**src/shared/ths_map.vh**
```
// constants for the two-hand sync monitor
// Function
// - ready only with supply present and feedback loop closed
// - a cycle starts only while both safety outputs are off
// - energize outputs when both buttons pressed within 0.5 s
// - one button only, or presses over 0.5 s apart, keeps outputs off
// - open feedback loop blocks energizing the outputs
// - any detected fault keeps the outputs de-energized
// - releasing either button drops both outputs at once
// - new cycle needs both buttons released and loop closed
// - self-monitoring finds each single fault by the next actuation
// - two redundant outputs with cyclic contact-state monitoring
// - button short circuits and ground faults block the outputs
// - outputs drop within under 20 ms after a release
// - outputs energize within under 20 ms after valid actuation
`ifndef THS_MAP_VH
`define THS_MAP_VH
`define THS_CLK_HZ        100000000
`define THS_SYNC_MS       500
`define THS_SYNC_CYC      ((`THS_CLK_HZ / 1000) * `THS_SYNC_MS)
`define THS_DEB_US        1000
`define THS_DEB_CYC       ((`THS_CLK_HZ / 1000000) * `THS_DEB_US)
`define THS_RESP_MS       20
`define THS_RESP_CYC      ((`THS_CLK_HZ / 1000) * `THS_RESP_MS)
`define THS_CHK_US        2000
`define THS_CHK_CYC       ((`THS_CLK_HZ / 1000000) * `THS_CHK_US)
`define THS_ST_IDLE       3'h0
`define THS_ST_ARMED      3'h1
`define THS_ST_WAIT2      3'h2
`define THS_ST_ON         3'h3
`define THS_ST_REARM      3'h4
`define THS_ST_FAULT      3'h5
`endif

```
**src/logic/ths_debounce.v**
```verilog
// debounce filter for one button input
`timescale 1ns/1ps
module ths_debounce #(
    parameter CNT_W = 17,
    parameter [CNT_W-1:0] LIMIT = 17'd100000
) (
    input  wire sys_clk_i,
    input  wire rstn_i,
    input  wire ce_i,
    input  wire raw_i,
    output reg  clean_o
);
    reg [CNT_W-1:0] cnt_q;
    // =====================================
    // stable-time filter
    // =====================================
    always @(posedge sys_clk_i) begin
        if (!rstn_i) begin
            cnt_q   <= {CNT_W{1'b0}};
            clean_o <= 1'b0;
        end else if (ce_i) begin
            if (raw_i == clean_o) begin
                cnt_q <= {CNT_W{1'b0}};
            end else if (cnt_q >= LIMIT - 1'b1) begin
                cnt_q   <= {CNT_W{1'b0}};
                clean_o <= raw_i;
            end else begin
                cnt_q <= cnt_q + 1'b1;
            end
        end
    end
endmodule // ths_debounce

```
**src/logic/ths_monitor.v**
```verilog
// two-hand sync monitor top
`timescale 1ns/1ps
`include "ths_map.vh"
module ths_monitor #(
    parameter SYNC_CYC = `THS_SYNC_CYC,
    parameter DEB_CYC  = `THS_DEB_CYC,
    parameter CHK_CYC  = `THS_CHK_CYC
) (
    input  wire       sys_clk_i,
    input  wire       rstn_i,
    input  wire       ce_i,
    input  wire       supply_ok_i,
    input  wire       first_hand_button_no_i,
    input  wire       first_hand_button_nc_i,
    input  wire       second_hand_button_no_i,
    input  wire       second_hand_button_nc_i,
    input  wire       feedback_loop_return_i,
    input  wire [1:0] contact_state_i,
    output reg        feedback_loop_out_o,
    output reg  [1:0] safety_out_o,
    output reg        ready_o,
    output reg        fault_o
);
    localparam ST_IDLE  = `THS_ST_IDLE;
    localparam ST_ARMED = `THS_ST_ARMED;
    localparam ST_WAIT2 = `THS_ST_WAIT2;
    localparam ST_ON    = `THS_ST_ON;
    localparam ST_REARM = `THS_ST_REARM;
    localparam ST_FAULT = `THS_ST_FAULT;

    wire       b1_no;
    wire       b1_nc;
    wire       b2_no;
    wire       b2_nc;
    wire       b1_nc_n;
    wire       b2_nc_n;
    reg  [2:0] st_q;
    reg  [2:0] st_d;
    reg  [26:0] win_q;
    reg  [26:0] win_d;
    reg  [20:0] chk_q;
    reg  [1:0] cmd_q;
    reg        flt_q;
    reg        flt_d;
    wire       b1_on;
    wire       b2_on;
    wire       b1_off;
    wire       b2_off;
    wire       in_flt;
    wire       cnt_flt;
    wire       loop_ok;
    wire       on_ok;

    // =====================================
    // debounced button contacts
    // =====================================
    // debounce each contact
    ths_debounce #(.CNT_W(27), .LIMIT(DEB_CYC[26:0])) u_d1no (
        .sys_clk_i (sys_clk_i),
        .rstn_i    (rstn_i),
        .ce_i      (ce_i),
        .raw_i     (first_hand_button_no_i),
        .clean_o   (b1_no)
    );
    ths_debounce #(.CNT_W(27), .LIMIT(DEB_CYC[26:0])) u_d1nc (
        .sys_clk_i (sys_clk_i),
        .rstn_i    (rstn_i),
        .ce_i      (ce_i),
        .raw_i     (~first_hand_button_nc_i),
        .clean_o   (b1_nc_n)
    );
    ths_debounce #(.CNT_W(27), .LIMIT(DEB_CYC[26:0])) u_d2no (
        .sys_clk_i (sys_clk_i),
        .rstn_i    (rstn_i),
        .ce_i      (ce_i),
        .raw_i     (second_hand_button_no_i),
        .clean_o   (b2_no)
    );
    ths_debounce #(.CNT_W(27), .LIMIT(DEB_CYC[26:0])) u_d2nc (
        .sys_clk_i (sys_clk_i),
        .rstn_i    (rstn_i),
        .ce_i      (ce_i),
        .raw_i     (~second_hand_button_nc_i),
        .clean_o   (b2_nc_n)
    );

    // =====================================
    // contact decoding
    // =====================================
    // nc filters run inverted so reset reads as released
    assign b1_nc  = ~b1_nc_n;
    assign b2_nc  = ~b2_nc_n;
    assign b1_on  = b1_no & ~b1_nc;
    assign b2_on  = b2_no & ~b2_nc;
    assign b1_off = ~b1_no & b1_nc;
    assign b2_off = ~b2_no & b2_nc;

    // =====================================
    // fault and loop detection
    // =====================================
    // both contacts equal means short or ground fault
    assign in_flt = (b1_no == b1_nc) | (b2_no == b2_nc);
    // loop closed only when return follows the driven level
    assign loop_ok = feedback_loop_out_o & feedback_loop_return_i;
    // contact state must match command after settle time
    assign cnt_flt = (chk_q == 21'd0) & (contact_state_i != cmd_q);

    // =====================================
    // control sequence
    // =====================================
    always @* begin
        st_d  = st_q;
        win_d = win_q;
        flt_d = flt_q | in_flt | cnt_flt;
        case (st_q)
            ST_IDLE: begin
                // wait for both released and loop closed
                if (b1_off && b2_off && loop_ok && supply_ok_i) begin
                    st_d = ST_ARMED;
                end
            end
            ST_ARMED: begin
                if (b1_on || b2_on) begin
                    win_d = 27'd0;
                    st_d  = ST_WAIT2;
                end
                if (!loop_ok || !supply_ok_i) begin
                    st_d = ST_IDLE;
                end
            end
            ST_WAIT2: begin
                win_d = win_q + 27'd1;
                if (b1_on && b2_on && cmd_q == 2'b00) begin
                    st_d = ST_ON;
                end else if (win_q >= SYNC_CYC[26:0] - 27'd1
                             || (!b1_on && !b2_on)) begin
                    st_d = ST_REARM;
                end
            end
            ST_ON: begin
                if (!b1_on || !b2_on) begin
                    st_d = ST_REARM;
                end
            end
            ST_REARM: begin
                if (b1_off && b2_off) begin
                    st_d = ST_IDLE;
                end
            end
            default: begin
                st_d = ST_FAULT;
            end
        endcase
        if (flt_d) begin
            st_d = ST_FAULT;
        end
    end

    // =====================================
    // state and indications
    // =====================================
    always @(posedge sys_clk_i) begin
        if (!rstn_i) begin
            st_q                <= ST_IDLE;
            win_q               <= 27'd0;
            flt_q               <= 1'b0;
            ready_o             <= 1'b0;
            fault_o             <= 1'b0;
            feedback_loop_out_o <= 1'b0;
        end else if (ce_i) begin
            st_q                <= st_d;
            win_q               <= win_d;
            flt_q               <= flt_d;
            feedback_loop_out_o <= 1'b1;
            fault_o             <= flt_d;
            ready_o <= supply_ok_i & loop_ok & ~flt_d;
        end
    end

    // =====================================
    // output stage
    // =====================================
    // energize only from off with loop closed
    assign on_ok = (st_d == ST_ON) & ~flt_d
                   & ((cmd_q == 2'b11) | loop_ok);

    always @(posedge sys_clk_i) begin
        if (!rstn_i) begin
            cmd_q        <= 2'b00;
            safety_out_o <= 2'b00;
        end else if (ce_i) begin
            // outputs follow next state in one cycle
            if (on_ok) begin
                cmd_q        <= 2'b11;
                safety_out_o <= 2'b11;
            end else begin
                cmd_q        <= 2'b00;
                safety_out_o <= 2'b00;
            end
        end
    end

    // =====================================
    // contact readback timer
    // =====================================
    always @(posedge sys_clk_i) begin
        if (!rstn_i) begin
            chk_q <= 21'd0;
        end else if (ce_i) begin
            // recheck contacts after every command change
            if (on_ok != (cmd_q == 2'b11)) begin
                chk_q <= CHK_CYC[20:0];
            end else if (chk_q != 21'd0) begin
                chk_q <= chk_q - 21'd1;
            end
        end
    end
endmodule // ths_monitor

```
**config.mk**
```make
export PLATFORM = sky130hd
export DESIGN_NAME = ths_monitor
export DESIGN_NICKNAME = d
export VERILOG_FILES = /design/src/logic/ths_debounce.v /design/src/logic/ths_monitor.v
export VERILOG_INCLUDE_DIRS = /design/src /design/src/shared
export SDC_FILE = /design/constraint.sdc
export NUM_CORES = 1
export LEC_CHECK = 0
export BUFFER_PORTS_ARGS = -buffer_cell sky130_fd_sc_hd__buf_2
export CAP_MARGIN = 20
export CORE_UTILIZATION = 30
export DETAILED_ROUTE_END_ITERATION = 8
export HOLD_SLACK_MARGIN = 0.12
export PLACE_DENSITY = 0.45
export SYNTH_ARGS = -nofsm -noshare
export SYNTH_HDL_FRONTEND = slang
export SYNTH_HIERARCHICAL = 1
export SYNTH_SLANG_ARGS = --single-unit
```
**constraint.sdc**
```tcl
create_clock -name sys_clk_i -period 3.6 [get_ports sys_clk_i]
set_clock_uncertainty 0.2 [all_clocks]
set_input_delay 0.72 -clock sys_clk_i [delete_from_list [all_inputs] [get_ports sys_clk_i]]
set_output_delay 0.72 -clock sys_clk_i [all_outputs]
set_load 0.02 [all_outputs]
```
==> impl_metrics.toml <==
[synthesis]
synth_mux_area_share_pct = 0.446
synth_seq_area_share_pct = 37.2
synth-simple-area-share_pct = 34.9
ys_seq_elements = 167
synthAdderAreaFrac_pct = 1.53
synth.avg_cell_area_um2 = 8.76
synthXorXnorAreaFrac_pct = 4.97
synth_compound_area_share_pct = 16.6
netlist-cell-type-count = 71
syn_area_mm2 = 0.00898
synth_top_family_by_area = "simple AND/OR/NAND/NOR gates"
netlist_instances = 1026
yosysWarningCount = 6
yosysTopAreaCell = "dfxtp_1"
synth_edf_count = 0
synthArstFlopShare_pct = 0
yosysTopAreaCellShare_pct = 37.2
ys.flop_type = "dfxtp_1"
synth_nets = 1048
synth_area_leaders = "dfxtp_1, nand2_1, and2_1"

[timing]
fin_ws_ps = 613
setup_viol = 0
slew_viol_final = 0
timing.fmax_mhz = 335
timing.setup.tns_ps = 0
tightest_slew_ps = 766
rsz0062_at_grt = "false"
post-route-period-util_pct = 83.0
max_slew_margin_pct = 48.5
min_period_ps = 2990
hold_viol_final = 0

[finish]
design_area_mm2 = 0.00995
final_cell_mix = "dfxtp_1, nand2_1, nor2_1"
area_growth_pct = 10.7
nets = 1057
mostFrequentLayoutCell = "dfxtp_1"
drive_gt1_share_pct = 14.5
fin_util_pct = 34.2

[floorplanning]
initial_utilization_pct = 30.9
ios = 16
rows = 62
die_x_um = 175
fp.dieArea_mm2 = 0.0306
core_region_area_mm2 = 0.0291
die_y_um = 175

[drt]
drc = 0
finalWirelength_um = 20400
drtAntennaViolNets = 0
viasPerCell = 4.96
vias = 7111
wl_per_cell_um = 14.2
firstDrtPassIters = 5
drt_iter0_drc = 364

[setup_path]
reg2reg_from = "u_d2nc/clean_o$_SDFFE_PN0P_"
cp.required_ps = 3710
cp_cell_sequence = "ha_1, nor2_1, o21ai_1, nand4_1, nor4_1, and3_1, nand4_1, xor2_1, nor2_1"
critPathLaunchType = "register"
cp-startpoint = "u_d2nc/clean_o$_SDFFE_PN0P_"
crit_slowest_cell = "nor4_1"
max_stage_delay_ps = 690
critPathKind = "reg2reg"
setup.worst_path.end_class = "register"
worst-path-max-fanout = 7
critical_path_arrival_ps = 3100

[cts]
clk_latency_ps = 440
ctsResizeCount = 0
ctsHoldBuffers = 0
cts.sinks = 167
cts_setup_buffers = 0
clockBufferDepth = 2
cts_root_buf = "clkbuf_16"
path_clk_slew_ps = 70
cts_tree = "built"
cts_buffers = 17
htreeDepth = 4

[global_routing]
grt_start_max_net_pins = 41
grt_pass1_vias = 6748
grt_use_total_pct = 14.0
grt_pass1_wl_um = 34900
overflow = 0
antenna_found_initial = 1

[pwr]
leakagePower_nw = 3.34
worst_ir_drop_vdd_uv = 402
power_density_mw_per_mm2 = 491

[placed_design]
hpwl_um = 13900
place_congestion = 0.764
dp_slack_ps = 517
io_buffers = 15
placed_area_mm2 = 0.00938

[hold_path]
worstHoldPathType = "reg2reg"
hp-start = "u_d2no/cnt_q[17]$_SDFFE_PN0P_"

[outcome]
status = "complete, no violations"

[job]
max_cap_viol_count = 0
-- metrics by stage --
| step | power [mW] | cells | hold slack (ps) |
|---|---|---|---|
| after floorplan | 2.91 | 1026 | 231 |
| after detailed placement | 3.13 | 1400 | 245 |
| after global placement | 3.13 | 1400 | 243 |
| final | 4.89 | 1433 | 263 |
| after CTS | 4.97 | 1432 | 266 |
| after global routing | 5.18 | 1432 | 293 |
-- worst paths after layout --
check | end | slack (ps) | depth (start not counted)
worst min-delay path | u_d2no/cnt_q[17]$_SDFFE_PN0P_ | 260 | 1
worst max-delay path | win_q[25]$_SDFFE_PN0P_ | 610 | 9
worst max register to register | win_q[25]$_SDFFE_PN0P_ | 610 | 9
worst min register to register | u_d2no/cnt_q[17]$_SDFFE_PN0P_ | 260 | 1
-- layer usage --
layer  track usage (%)  share of wire, %  vias to the layer above
li1                  -                 -                     3757
met1              19.8                52                     3287
met2              21.5                44                       57
met3              2.55               2.7                       10
met4              3.80              0.95                        0
met5                 0                 0                        -
-- layout make-up --
type	count	area [um2]
fillers	3021	19100
multi-input cells	792	5250
flip-flops and latches	167	3340
well taps	384	480
clock buffers	18	439
repair buffers	34	218
clock inverters	14	130
inverters	23	86.3
diodes	1	2.50
-- power by group --
part	internal [mW]	total (mW)	switching, mW
registers	1.97	2.12	0.156
clock network	0.937	1.80	0.866
logic	0.413	0.961	0.548
-- sequential cells by signal, indices dropped and copies added (netlist names), 3 cells and up --
name	cells
win_q	27
u_d1nc/cnt_q	27
chk_q	21
u_d2nc/cnt_q	27
u_d1no/cnt_q	27
u_d2no/cnt_q	27
st_q	3
-- cell usage after synthesis (all sizes together) (19+ instances only) --
library cell,number
o21ai,29
buf,24
nand4,49
nand2b,22
nand2,143
o211ai,20
a21boi,19
nor4,31
and2,59
nor2b,29
xnor2,21
nand3,51
a21oi,24
xor2,30
nor2,75
dfxtp,167
inv,23
clkbuf,20
nor3,19
-- kinds of logic (layout without fill, tap and decap cells) --
family,count (synthesis),in the layout
and+or+nand+nor,541,541
muxes,4,4
DFF,167,167
AOI/OAI and AO/OA,185,185
xor gates and xnor gates,51,51
adders and majority gates,11,11
other,0,1
buffers and inverters,67,89
-- critical path: cells and delay by family (launching register included) --
family / cells / cell delay, ps
xor+xnor: 1 / 150
flops: 1 / 400
compound gates: 1 / 250
simple gates: 6 / 1550
fa+ha+maj: 1 / 310
Power figures use the tool's default switching activity.
